==> config.mk <==
export PLATFORM = sky130hd
export DESIGN_NAME = sset_top
export DESIGN_NICKNAME = d
export VERILOG_FILES = /design/src/hw/sset_pkg.sv /design/src/hw/sset_timer.sv /design/src/hw/sset_tally.sv /design/src/hw/sset_top.sv
export SDC_FILE = /design/constraint.sdc
export NUM_CORES = 1
export LEC_CHECK = 0
export ABC_AREA = 1
export BUFFER_PORTS_ARGS = -buffer_cell sky130_fd_sc_hd__buf_4
export CAP_MARGIN = 10
export CORE_ASPECT_RATIO = 0.7
export CORE_MARGIN = 2
export CORE_UTILIZATION = 60
export DETAILED_ROUTE_END_ITERATION = 10
export HOLD_SLACK_MARGIN = 0.1
export PLACE_DENSITY = 0.81
export SYNTH_ARGS = -nofsm -noshare
export SYNTH_HDL_FRONTEND = slang
export SYNTH_HIERARCHICAL = 1
export SYNTH_SLANG_ARGS = --single-unit
==> constraint.sdc <==
create_clock -name i_clk_sys -period 4.79 [get_ports i_clk_sys]
set_clock_uncertainty 0.1 [all_clocks]
set_input_delay 0.2395 -clock i_clk_sys [delete_from_list [all_inputs] [get_ports i_clk_sys]]
set_output_delay 0.2395 -clock i_clk_sys [all_outputs]
set_load 0.02 [all_outputs]
==> src/hw/sset_pkg.sv <==
// constants and register map of the scrub and error tracking block
//
// Functional notes
// - Scrub interval timer counts down from a 32-bit reload value, reset 0x0001_0000.
// - Port A multiple bit error sets status bit 0 while its interrupt enable is set.
// - The multiple bit error flag stays set; any write to status clears it.
// - Scrub address steps up to a 15-bit limit (reset 0x6000), then restarts at zero.
// - Port A single bit errors increment a 16-bit count; upper bits read zero.
// - Any write to the single bit error count register clears the count.
// - Each timer expiry advances the scrub address, so reload sets cycles per address.
// - Interrupt enable is control bit 2, reset 0; clear means no flag.
// - Scrub enable is control bit 0, reset 1; scrubber runs only while set.
package sset_pkg;

  ////////////////////////////////////////////////////////////////////////////
  // bus geometry
  localparam int SSET_AW = 8;
  localparam int SSET_DW = 32;

  ////////////////////////////////////////////////////////////////////////////
  // register byte offsets
  localparam logic [SSET_AW-1:0] SSET_OFS_CTRL = 8'h00;
  localparam logic [SSET_AW-1:0] SSET_OFS_TALLY = 8'h04;
  localparam logic [SSET_AW-1:0] SSET_OFS_RELOAD = 8'h08;
  localparam logic [SSET_AW-1:0] SSET_OFS_STATUS = 8'h0C;
  localparam logic [SSET_AW-1:0] SSET_OFS_LIMIT = 8'h10;
  localparam logic [SSET_AW-1:0] SSET_OFS_EVT = 8'h28;
  localparam logic [SSET_AW-1:0] SSET_OFS_MASK = 8'h2C;

  ////////////////////////////////////////////////////////////////////////////
  // field positions
  localparam int SSET_CTRL_SCRUB_BIT = 0;
  localparam int SSET_CTRL_IRQ_EN_BIT = 2;
  localparam int SSET_STATUS_MI_BIT = 0;
  localparam int SSET_EVT_W = 3;
  localparam int SSET_EVT_MBE = 0;
  localparam int SSET_EVT_SBE = 1;
  localparam int SSET_EVT_WRAP = 2;

  ////////////////////////////////////////////////////////////////////////////
  // widths and reset values
  localparam int SSET_LIMIT_W = 15;
  localparam int SSET_TALLY_W = 16;
  localparam logic [SSET_DW-1:0] SSET_RELOAD_RST = 32'h0001_0000;
  localparam logic [SSET_LIMIT_W-1:0] SSET_LIMIT_RST = 15'h6000;
  localparam logic SSET_SCRUB_EN_RST = 1'b1;
  localparam logic SSET_IRQ_EN_RST = 1'b0;
  localparam logic [SSET_TALLY_W-1:0] SSET_TALLY_MAX = 16'hFFFF;
  localparam logic [SSET_DW-1:0] SSET_MIN_RELOAD = 32'h0000_0004;

endpackage

==> src/hw/sset_timer.sv <==
// scrub interval countdown timer
module sset_timer
  import sset_pkg::*;
(
  // clock and reset
  input wire logic i_clk_sys,
  input wire logic i_rstn,
  // control
  input wire logic i_run,
  input wire logic [sset_pkg::SSET_DW-1:0] i_reload,
  // status
  output logic o_expire
);
  import sset_pkg::*;

  typedef struct packed {
    logic [SSET_DW-1:0] count;
  } sset_timer_s;

  sset_timer_s s_q;
  sset_timer_s s_d;

  ////////////////////////////////////////////////////////////////////////////
  // a reload of n gives one expiry every n cycles; while idle the count is
  // parked at the reload so the first period after enabling is a full one
  always_comb begin
    s_d = s_q;
    o_expire = 1'b0;
    if (!i_run) begin
      s_d.count = i_reload;
    end else if (s_q.count <= 32'h0000_0001) begin
      o_expire = 1'b1;
      s_d.count = i_reload;
    end else begin
      s_d.count = s_q.count - 32'h0000_0001;
    end
  end

  always_ff @(posedge i_clk_sys or negedge i_rstn) begin
    if (!i_rstn) begin
      s_q <= '{count: SSET_RELOAD_RST};
    end else begin
      s_q <= s_d;
    end
  end

endmodule

==> src/hw/sset_tally.sv <==
// saturating event counter with write clear
module sset_tally
  import sset_pkg::*;
(
  // clock and reset
  input wire logic i_clk_sys,
  input wire logic i_rstn,
  // events
  input wire logic i_inc,
  input wire logic i_clr,
  // count
  output logic [sset_pkg::SSET_TALLY_W-1:0] o_count
);
  import sset_pkg::*;

  typedef struct packed {
    logic [SSET_TALLY_W-1:0] count;
  } sset_tally_s;

  sset_tally_s s_q;
  sset_tally_s s_d;
  logic [SSET_TALLY_W-1:0] base;

  ////////////////////////////////////////////////////////////////////////////
  // clear first, then count, so an error in the clearing cycle is kept;
  // saturation avoids a wrap that would hide a burst of errors
  always_comb begin
    s_d = s_q;
    base = i_clr ? '0 : s_q.count;
    s_d.count = base;
    if (i_inc && base != SSET_TALLY_MAX) begin
      s_d.count = base + 16'h0001;
    end
  end

  always_ff @(posedge i_clk_sys or negedge i_rstn) begin
    if (!i_rstn) begin
      s_q <= '0;
    end else begin
      s_q <= s_d;
    end
  end

  assign o_count = s_q.count;

endmodule

==> src/hw/sset_top.sv <==
// scrub interval, scrub address walk and port a error tracking registers
module sset_top
  import sset_pkg::*;
(
  // clock and reset
  input wire logic i_clk_sys,
  input wire logic i_rstn,
  // register port
  input wire logic [sset_pkg::SSET_AW-1:0] i_addr,
  input wire logic [sset_pkg::SSET_DW-1:0] i_wdata,
  input wire logic i_wr,
  input wire logic i_rd,
  output logic [sset_pkg::SSET_DW-1:0] o_rdata,
  // correction logic strobes, port a reads
  input wire logic i_porta_sbe,
  input wire logic i_porta_mbe,
  // scrubber
  output logic o_scrub_en,
  output logic o_scrub_step,
  output logic [sset_pkg::SSET_LIMIT_W-1:0] o_scrub_addr,
  // interrupt
  output logic o_irq
);
  import sset_pkg::*;

  typedef struct packed {
    logic scrub_en;
    logic irq_en;
    logic [SSET_DW-1:0] reload;
    logic mi_flag;
    logic [SSET_LIMIT_W-1:0] limit;
    logic [SSET_LIMIT_W-1:0] addr;
    logic step;
    logic [SSET_EVT_W-1:0] evt;
    logic [SSET_EVT_W-1:0] mask;
    logic irq;
    logic [SSET_DW-1:0] rdata;
  } sset_top_s;

  sset_top_s s_q;
  sset_top_s s_d;

  logic expire;
  logic [SSET_TALLY_W-1:0] tally;
  logic wr_ctrl;
  logic wr_tally;
  logic wr_reload;
  logic wr_status;
  logic wr_limit;
  logic wr_mask;
  logic rd_evt;
  logic mbe_flagged;
  logic wrap;

  ////////////////////////////////////////////////////////////////////////////
  // address decode
  assign wr_ctrl = i_wr && i_addr == SSET_OFS_CTRL;
  assign wr_tally = i_wr && i_addr == SSET_OFS_TALLY;
  assign wr_reload = i_wr && i_addr == SSET_OFS_RELOAD;
  assign wr_status = i_wr && i_addr == SSET_OFS_STATUS;
  assign wr_limit = i_wr && i_addr == SSET_OFS_LIMIT;
  assign wr_mask = i_wr && i_addr == SSET_OFS_MASK;
  assign rd_evt = i_rd && i_addr == SSET_OFS_EVT;

  // only enabled errors reach the flag
  assign mbe_flagged = i_porta_mbe && s_q.irq_en;
  // a limit below the current address also wraps, so a shrunk limit takes hold
  assign wrap = s_q.addr >= s_q.limit;

  ////////////////////////////////////////////////////////////////////////////
  // interval timer and error count
  sset_timer u_timer (
    .i_clk_sys(i_clk_sys),
    .i_rstn(i_rstn),
    .i_run(s_q.scrub_en),
    .i_reload(s_q.reload),
    .o_expire(expire)
  );

  sset_tally u_tally (
    .i_clk_sys(i_clk_sys),
    .i_rstn(i_rstn),
    .i_inc(i_porta_sbe),
    .i_clr(wr_tally),
    .o_count(tally)
  );

  ////////////////////////////////////////////////////////////////////////////
  // next state
  always_comb begin
    s_d = s_q;
    s_d.step = 1'b0;
    s_d.rdata = '0;

    // register writes
    if (wr_ctrl) begin
      s_d.scrub_en = i_wdata[SSET_CTRL_SCRUB_BIT];
      s_d.irq_en = i_wdata[SSET_CTRL_IRQ_EN_BIT];
    end
    if (wr_reload) begin
      s_d.reload = i_wdata;
    end
    if (wr_limit) begin
      s_d.limit = i_wdata[SSET_LIMIT_W-1:0];
    end
    if (wr_mask) begin
      s_d.mask = i_wdata[SSET_EVT_W-1:0];
    end

    // flag: any write clears, a new error in the same cycle wins
    if (wr_status) begin
      s_d.mi_flag = 1'b0;
    end
    if (mbe_flagged) begin
      s_d.mi_flag = 1'b1;
    end

    // scrub walk, one address per timer expiry
    if (expire) begin
      s_d.step = 1'b1;
      s_d.addr = wrap ? '0 : s_q.addr + 15'h0001;
    end

    // sticky events, cleared by reading them, set wins
    if (rd_evt) begin
      s_d.evt = '0;
    end
    if (i_porta_mbe) begin
      s_d.evt[SSET_EVT_MBE] = 1'b1;
    end
    if (i_porta_sbe) begin
      s_d.evt[SSET_EVT_SBE] = 1'b1;
    end
    if (expire && wrap) begin
      s_d.evt[SSET_EVT_WRAP] = 1'b1;
    end

    // one request line for the flag and the unmasked events
    s_d.irq = s_d.mi_flag || (|(s_d.evt & s_d.mask));

    // read data, unmapped offsets read zero
    if (i_rd) begin
      unique case (i_addr)
        SSET_OFS_CTRL: begin
          s_d.rdata[SSET_CTRL_SCRUB_BIT] = s_q.scrub_en;
          s_d.rdata[SSET_CTRL_IRQ_EN_BIT] = s_q.irq_en;
        end
        SSET_OFS_TALLY: begin
          s_d.rdata[SSET_TALLY_W-1:0] = tally;
        end
        SSET_OFS_RELOAD: begin
          s_d.rdata = s_q.reload;
        end
        SSET_OFS_STATUS: begin
          s_d.rdata[SSET_STATUS_MI_BIT] = s_q.mi_flag;
        end
        SSET_OFS_LIMIT: begin
          s_d.rdata[SSET_LIMIT_W-1:0] = s_q.limit;
        end
        SSET_OFS_EVT: begin
          s_d.rdata[SSET_EVT_W-1:0] = s_q.evt;
        end
        SSET_OFS_MASK: begin
          s_d.rdata[SSET_EVT_W-1:0] = s_q.mask;
        end
        default: begin
          s_d.rdata = '0;
        end
      endcase
    end
  end

  ////////////////////////////////////////////////////////////////////////////
  // state register
  always_ff @(posedge i_clk_sys or negedge i_rstn) begin
    if (!i_rstn) begin
      s_q <= '{
        scrub_en: SSET_SCRUB_EN_RST,
        irq_en: SSET_IRQ_EN_RST,
        reload: SSET_RELOAD_RST,
        mi_flag: 1'b0,
        limit: SSET_LIMIT_RST,
        addr: '0,
        step: 1'b0,
        evt: '0,
        mask: '0,
        irq: 1'b0,
        rdata: '0
      };
    end else begin
      s_q <= s_d;
    end
  end

  ////////////////////////////////////////////////////////////////////////////
  // outputs
  assign o_rdata = s_q.rdata;
  assign o_scrub_en = s_q.scrub_en;
  assign o_scrub_step = s_q.step;
  assign o_scrub_addr = s_q.addr;
  assign o_irq = s_q.irq;

  ////////////////////////////////////////////////////////////////////////////
  // checks
  a_reload_reads_back: assert property (
    @(posedge i_clk_sys) disable iff (!i_rstn)
    i_rd && i_addr == SSET_OFS_RELOAD |=> o_rdata == $past(s_q.reload)
  ) else $error("reload register read back wrong");

  a_period_four: assert property (
    @(posedge i_clk_sys) disable iff (!i_rstn)
    expire && s_q.reload == SSET_MIN_RELOAD && !wr_reload && !wr_ctrl
      ##1 (s_q.scrub_en && !wr_reload && !wr_ctrl)[*4]
      |-> expire
  ) else $error("timer period differs from reload");

  a_period_no_early: assert property (
    @(posedge i_clk_sys) disable iff (!i_rstn)
    expire && s_q.reload == SSET_MIN_RELOAD && s_q.scrub_en
      |=> !expire [*3]
  ) else $error("timer expired before reload count");

  a_mi_sets: assert property (
    @(posedge i_clk_sys) disable iff (!i_rstn)
    i_porta_mbe && s_q.irq_en |=> s_q.mi_flag && o_irq
  ) else $error("enabled multi error did not set flag");

  a_mi_needs_enable: assert property (
    @(posedge i_clk_sys) disable iff (!i_rstn)
    $rose(s_q.mi_flag) |-> $past(i_porta_mbe) && $past(s_q.irq_en)
  ) else $error("flag set without enabled multi error");

  a_mi_sticky: assert property (
    @(posedge i_clk_sys) disable iff (!i_rstn)
    s_q.mi_flag && !wr_status |=> s_q.mi_flag
  ) else $error("flag dropped without a write");

  a_mi_write_clear: assert property (
    @(posedge i_clk_sys) disable iff (!i_rstn)
    wr_status && !mbe_flagged |=> !s_q.mi_flag
  ) else $error("status write did not clear flag");

  a_irq_follows_mi: assert property (
    @(posedge i_clk_sys) disable iff (!i_rstn)
    s_q.mi_flag |-> o_irq
  ) else $error("irq low while flag set");

  a_tally_counts: assert property (
    @(posedge i_clk_sys) disable iff (!i_rstn)
    i_porta_sbe && !wr_tally && tally != SSET_TALLY_MAX
      |=> tally == $past(tally) + 16'h0001
  ) else $error("single error count did not increment");

  a_tally_upper_zero: assert property (
    @(posedge i_clk_sys) disable iff (!i_rstn)
    i_rd && i_addr == SSET_OFS_TALLY
      |=> o_rdata[SSET_DW-1:SSET_TALLY_W] == '0 && o_rdata[SSET_TALLY_W-1:0] == $past(tally)
  ) else $error("count register read wrong");

  a_tally_clears: assert property (
    @(posedge i_clk_sys) disable iff (!i_rstn)
    wr_tally |=> tally == {{(SSET_TALLY_W-1){1'b0}}, $past(i_porta_sbe)}
  ) else $error("count write did not clear");

  a_addr_steps: assert property (
    @(posedge i_clk_sys) disable iff (!i_rstn)
    expire && !wrap |=> o_scrub_step && o_scrub_addr == $past(s_q.addr) + 15'h0001
  ) else $error("scrub address did not step");

  a_addr_wraps: assert property (
    @(posedge i_clk_sys) disable iff (!i_rstn)
    expire && wrap |=> o_scrub_addr == '0 && s_q.evt[SSET_EVT_WRAP]
  ) else $error("scrub address did not wrap");

  a_scrub_halts: assert property (
    @(posedge i_clk_sys) disable iff (!i_rstn)
    !s_q.scrub_en |-> !expire ##1 $stable(o_scrub_addr)
  ) else $error("scrub ran while disabled");

  a_ctrl_reads_back: assert property (
    @(posedge i_clk_sys) disable iff (!i_rstn)
    i_rd && i_addr == SSET_OFS_CTRL
      |=> o_rdata[SSET_CTRL_SCRUB_BIT] == $past(s_q.scrub_en)
        && o_rdata[SSET_CTRL_IRQ_EN_BIT] == $past(s_q.irq_en)
  ) else $error("control register read back wrong");

  a_status_reads_flag: assert property (
    @(posedge i_clk_sys) disable iff (!i_rstn)
    i_rd && i_addr == SSET_OFS_STATUS
      |=> o_rdata[SSET_DW-1:SSET_STATUS_MI_BIT+1] == '0
        && o_rdata[SSET_STATUS_MI_BIT] == $past(s_q.mi_flag)
  ) else $error("status register read back wrong");

  a_limit_reads_back: assert property (
    @(posedge i_clk_sys) disable iff (!i_rstn)
    i_rd && i_addr == SSET_OFS_LIMIT
      |=> o_rdata[SSET_DW-1:SSET_LIMIT_W] == '0
        && o_rdata[SSET_LIMIT_W-1:0] == $past(s_q.limit)
  ) else $error("limit register read back wrong");

  // read data stand for one cycle only, so a stale word never looks fresh
  a_rdata_idle_zero: assert property (
    @(posedge i_clk_sys) disable iff (!i_rstn)
    !i_rd |=> o_rdata == '0
  ) else $error("read data not zero outside a read");

  a_scrub_en_on: assert property (
    @(posedge i_clk_sys) disable iff (!i_rstn)
    wr_ctrl && i_wdata[SSET_CTRL_SCRUB_BIT] |=> o_scrub_en
  ) else $error("scrub enable write did not set");

  a_scrub_en_off: assert property (
    @(posedge i_clk_sys) disable iff (!i_rstn)
    wr_ctrl && !i_wdata[SSET_CTRL_SCRUB_BIT] |=> !o_scrub_en
  ) else $error("scrub enable write did not clear");

  a_reload_write: assert property (
    @(posedge i_clk_sys) disable iff (!i_rstn)
    wr_reload |=> s_q.reload == $past(i_wdata)
  ) else $error("reload write not taken");

  a_mi_raises_irq: assert property (
    @(posedge i_clk_sys) disable iff (!i_rstn)
    $rose(s_q.mi_flag) |-> o_irq
  ) else $error("irq not raised with the flag");

  a_irq_has_cause: assert property (
    @(posedge i_clk_sys) disable iff (!i_rstn)
    o_irq |-> s_q.mi_flag || (|(s_q.evt & s_q.mask))
  ) else $error("irq high without a cause");

  // a legal reload never lets the timer expire twice in a row
  a_no_double_expiry: assert property (
    @(posedge i_clk_sys) disable iff (!i_rstn)
    expire && s_q.reload >= SSET_MIN_RELOAD |=> !expire
  ) else $error("timer expired on consecutive cycles");

  a_step_after_expiry: assert property (
    @(posedge i_clk_sys) disable iff (!i_rstn)
    o_scrub_step |-> $past(expire)
  ) else $error("scrub step without timer expiry");

  a_addr_holds: assert property (
    @(posedge i_clk_sys) disable iff (!i_rstn)
    !expire |=> $stable(o_scrub_addr)
  ) else $error("scrub address moved without expiry");

  a_tally_holds: assert property (
    @(posedge i_clk_sys) disable iff (!i_rstn)
    !i_porta_sbe && !wr_tally |=> $stable(tally)
  ) else $error("single error count moved without cause");

endmodule

==> results of run 1 <==
-- synthesized netlist by cell type, drive strengths merged --
| master | n | share of area |
|---|---|---|
| nand2 | 307 | 0.14 |
| mux2 | 1 | 0.0017 |
| o22ai | 1 | 0.00072 |
| nand3 | 69 | 0.042 |
| a31oi | 3 | 0.0039 |
| xnor2 | 9 | 0.0090 |
| o21a | 1 | 0.00086 |
| ha | 18 | 0.026 |
| nand4 | 21 | 0.015 |
| a22o | 1 | 0.0010 |
| nand3b | 4 | 0.0034 |
| dfrtp | 148 | 0.42 |
| o211ai | 1 | 0.0014 |
| clkinv | 2 | 0.0014 |
| a21o | 1 | 0.00086 |
| o21ai | 63 | 0.040 |
| buf | 73 | 0.064 |
| dfstp | 5 | 0.015 |
| xor2 | 18 | 0.018 |
| clkbuf | 1 | 0.00043 |
| and2 | 1 | 0.00072 |
| a21oi | 30 | 0.020 |
| o31ai | 1 | 0.00086 |
| o21bai | 3 | 0.0026 |
| nor2 | 203 | 0.097 |
| nor3 | 11 | 0.0076 |
| inv | 146 | 0.063 |
-- final timing paths --
path | startpoint | slack [ps] | end | cells after the start
max | i_addr[1] | 1860 | u_tally/o_count[11] | 15
min | i_addr[4] | 140 | o_scrub_en | 4
max reg2reg | u_timer/s_q[19] | 2150 | o_scrub_addr[14] | 13
min reg2reg | s_q[56] | 390 | s_q[56] | 2
max in group asynchronous | i_rstn | 3020 | u_timer/s_q[27] | 3
min in group asynchronous | i_rstn | 410 | o_irq | 2
-- through the flow --
stage	std cells	total power [mW]	hold slack, ps
after floorplan	1142	1.82	-156
after global placement	1355	2.00	331
after detailed placement	1355	2.01	336
after CTS	1425	3.50	113
after global routing	1425	3.65	157
final	1425	3.50	136
-- critical path: stages --
cell	delay (ps)
buf_4	110
nor2_2	180
inv_2	90
nor3_4	410
nand2_2	130
nor2_1	650
inv_2	370
nand3_2	240
inv_2	80
nand2_2	110
nor2_4	70
nand2_4	110
nand2_2	170
nand2_1	110
nand2_1	70
-- area by class of cell --
cell class,count,area share
multi-input combinational,767,0.371
clock buffer,20,0.0450
sequential,153,0.378
inverter,148,0.0552
clock inverter,12,0.0184
timing repair buffer,135,0.110
tap,190,0.0234
-- what timing repair did --
action                     in CTS  in global routing
hold endpoints to repair      162                  0
hold buffers                   38                  0
setup endpoints to repair       0                  0
-- state kept, by name, indices dropped and copies added, names as in the netlist --
name,flops
o_irq,1
o_rdata,32
o_scrub_addr,15
o_scrub_en,1
o_scrub_step,1
s_q,55
u_tally/o_count,16
u_timer/s_q,32
-- power by group --
group / internal [mW] / leakage [nW] / switching [mW] / total (mW)
registers: 1.37 / 1.91 / 0.0901 / 1.46
clock network: 0.909 / 0.310 / 0.559 / 1.47
logic: 0.205 / 3.06 / 0.371 / 0.575
-- logic make-up (layout without fill, tap and decap cells) --
family,count (synthesis),count (layout),share of synthesized area
adder cells (fa/ha/maj),18,18,0.0258
multiplexers,1,1,0.00172
XOR/XNOR,27,27,0.0271
AO/OA/AOI/OAI,105,105,0.0720
AND/OR/NAND/NOR,616,616,0.305
buffers and inverters,222,315,0.129
flip-flops,153,153,0.440
-- per-layer routing --
layer  GRT usage  up-vias  wire, um
met5           0        -         0
met4      0.0619        0       230
met3      0.0817       28      2120
met2       0.429      349      9480
met1       0.460     3487     10500
li1            -     3662         -
==> metrics, run 1 <==
Tmin final=just under 3000 ps; DIE HEIGHT=105 um; Cell Area, Placed=0.00913 mm^2; grt ovf=0; post-CTS setup repair buffer count=0; Routed WL=22300 um; Filler Cells Inserted=1093; Yosys reg bits=153; total CTS buffers=17; Finished Core Util=0.722; status=complete, no violations; # DRC=0; DR vias=roughly 7500; Clock Pin Slew Worst Setup and Hold Paths=about 60 ps; crit path kind=input port to flop; Clock Sinks=153; design area=around 0.010 mm^2; latest clock arrival within the worst-skew pair=420 ps; vias in the first global route=between 7000 and 8000; Fin. Hold Viols=0; # setup viols final=0; Post-Syn Nets=1206; max cap viols=0; total track usage=0.301; row count=36; NumNets Final=about 1300; Critical Path AT=around 3100 ps; Worst Path Max Fanout=20; CP required=5000 ps; Max Buffers Root-to-Sink=2; startpoint types=input port; area growth from synthesis to layout=16.4%; most frequent cells in the layout=295 x nand2_1, 187 x nor2_1, 148 x dfrtp_1; CTS tree=done; relative slew slack=0.265; register area share after synthesis=0.440; synthesized instance count=1142; area used by multi-input combinational logic=0.00376 mm^2; PortBufs=95; DR iter-0 viols=818; wire per inst=15.7 um; Mapped Area=just under 0.009 mm^2; worst setup margin=1860 ps; RSZ-0062 raised after global routing=false; global-route wire length before repair=between 30000 and 40000 um; Mapped Avg Cell Area=7.64 um^2; largest net degree at the start of global routing=108; Final Cycle Share=0.612; Lkg Pwr=5.28 nW; First-pass DRT Iterations=6; Max Slew Vio Count=0; fraction of layout cells with a size suffix above 1=0.154; Setup WS pre-CTS=1520 ps; setup TNS=0 ps; H-tree levels=4; post-cts repair resize count=0; Floorplan Core Area=between 0.01 and 0.015 mm^2; Yosys warnings=6; total power density per cell area=345 mW/mm^2; Distinct cells, synth=44; Post-DP HPWL=around 16000 um; diode count=0; Starting Density=0.621; ANT nets after route=0; Die X=148 um; kind of end point of the critical path=flop; Vias/cell=5.28; flip-flop and latch area=about 0.0038 mm^2; Top Ports=96; Hold Path Class=input port to flop; clk root buf=clkbuf_16; Worst-Margin Slew=roughly 1100 ps; Peak VDD IR=193 uV; gpl congestion=0.938; commonest non-fill, non-tap cell in the layout=nand2_1; fmax=0.341 GHz; initial antenna violation count=0; die area=about 0.016 mm^2
Note: power is estimated with default switching activity, not from simulation.
==> run 2, diff against run 1 <==
- CORE_UTILIZATION: 60 -> 59
- PLACE_DENSITY: 0.81 -> 0.8
- clock period: 4.79 -> 3.05 ns (I/O delays scaled with it)
==> metrics, run 2 (synthesis results as in run 1) <==
vias in the first global route=slightly above 7000; First-pass DRT Iterations=5; critical path's slowest cell=dfrtp_1; PortBufs=95; total track usage=0.290; Die X=149 um; Critical Path AT=2830 ps; Starting Density=0.598; Top Ports=96; status=complete, no violations; Max Buffers Root-to-Sink=2; total power density per cell area=516 mW/mm^2; ANT nets after route=0; latest clock arrival within the worst-skew pair=420 ps; largest net degree at the start of global routing=76; Max Slew Vio Count=0; commonest non-fill, non-tap cell in the layout=nand2_1; die area=between 0.015 and 0.02 mm^2; NumNets Final=1298; # DRC=0; DIE HEIGHT=106 um; CTS tree=done; clk root buf=clkbuf_16; Top cell by count, worst path=nor2_1; Lkg Pwr=5.31 nW; Routed WL=21600 um; total CTS buffers=17; CP max stage delay=420 ps; fmax=0.383 GHz; post-CTS setup repair buffer count=0; RSZ-0062 raised after global routing=false; grt ovf=0; Clock Pin Slew Worst Setup and Hold Paths=70 ps; DR vias=7577; area growth from synthesis to layout=17.0%; crit path cell chain=nor2_1 -> nand2_1 -> nor2_4 -> nand3_2 -> nor3_1 -> inv_1 -> nor3_1 -> nand4_1 -> nor2_1 -> nand3_1 -> nand2_1 -> nor2_1; row count=37; Tmin final=2610 ps; wire per inst=14.9 um; DR iter-0 viols=818; Peak VDD IR=498 uV; Post-DP HPWL=roughly 16000 um; Hold Slack=approximately 140 ps; startpoint types=flop; relative slew slack=0.532; gpl congestion=0.954; worst setup margin=437 ps; Vias/cell=between 5 and 6; CP required=3260 ps; Hold Path Class=input port to flop; kind of end point of the critical path=flop; most frequent cells in the layout=295 x nand2_1, 187 x nor2_1, 148 x dfrtp_1; Fin. Hold Viols=0; # setup viols final=0; Biggest register=s_q; max cap viols=0; Final Cycle Share=0.857; crit path kind=flop to flop; Worst Path Max Fanout=5; global-route wire length before repair=35900 um; Largest register FFs=55; Setup WS pre-CTS=439 ps; initial antenna violation count=0; diode count=0; Design Power=5.27 mW; Floorplan Core Area=0.0146 mm^2; fraction of layout cells with a size suffix above 1=0.159; H-tree levels=4; setup TNS=0 ps; Worst-Margin Slew=702 ps; Finished Core Util=0.700; Clock Sinks=approximately 150
## run 2: layout make-up
type	instances	area, um^2
fill	1129	4380
clock inverter	15	154
timing repair buffer	147	1230
inverter	148	561
clock buffer	17	425
multi-input combinational	767	3760
tap	195	244
sequential	153	3830
## run 2: path summary, 6_finish.rpt
| path | start | end | slack, ps | cells after the start |
|---|---|---|---|---|
| max | u_timer/s_q[8] | o_scrub_addr[14] | 440 | 12 |
| min | i_addr[1] | s_q[34] | 140 | 6 |
| max reg2reg | u_timer/s_q[8] | o_scrub_addr[14] | 440 | 12 |
| min reg2reg | s_q[98] | u_timer/s_q[27] | 380 | 2 |
| max in group asynchronous | i_rstn | s_q[68] | 1790 | 3 |
| min in group asynchronous | i_rstn | o_irq | 200 | 2 |
## run 2: worst max-delay path, delay by kind of cell (launching register included)
kind | cells | cell delay, ps
buffers and inverters | 1 | 180
and+or+nand+nor | 11 | 1810
DFF | 1 | 420
## run 2: layer usage
layer	track usage	wire, um	share of wire
met1	0.438	10100	0.47
met3	0.0693	1980	0.092
met5	0	0	0
met4	0.0707	332	0.015
met2	0.422	9120	0.42
## run 2: power breakdown
| group | leakage [nW] | total [mW] | switching, mW | internal [mW] |
|---|---|---|---|---|
| Sequential | 1.91 | 2.28 | 0.130 | 2.15 |
| Combinational | 3.12 | 0.907 | 0.578 | 0.329 |
| Clock | 0.275 | 2.09 | 0.931 | 1.15 |
| Total | 5.31 | 5.27 | 1.64 | 3.63 |
## run 2: per-stage QoR
step,instance area [um^2],cells
2_1_floorplan,8720,1142
3_3_place_gp,9200,1367
3_5_place_dp,9200,1367
4_1_cts,10200,1442
5_1_grt,10200,1442
6_report,10200,1442
## run 2: what timing repair did
| action | in CTS | in global routing |
|---|---|---|
| endpoints found under the hold margin | 146 | 0 |
| hold buffers | 43 | 0 |
| resized for setup | 0 | 0 |
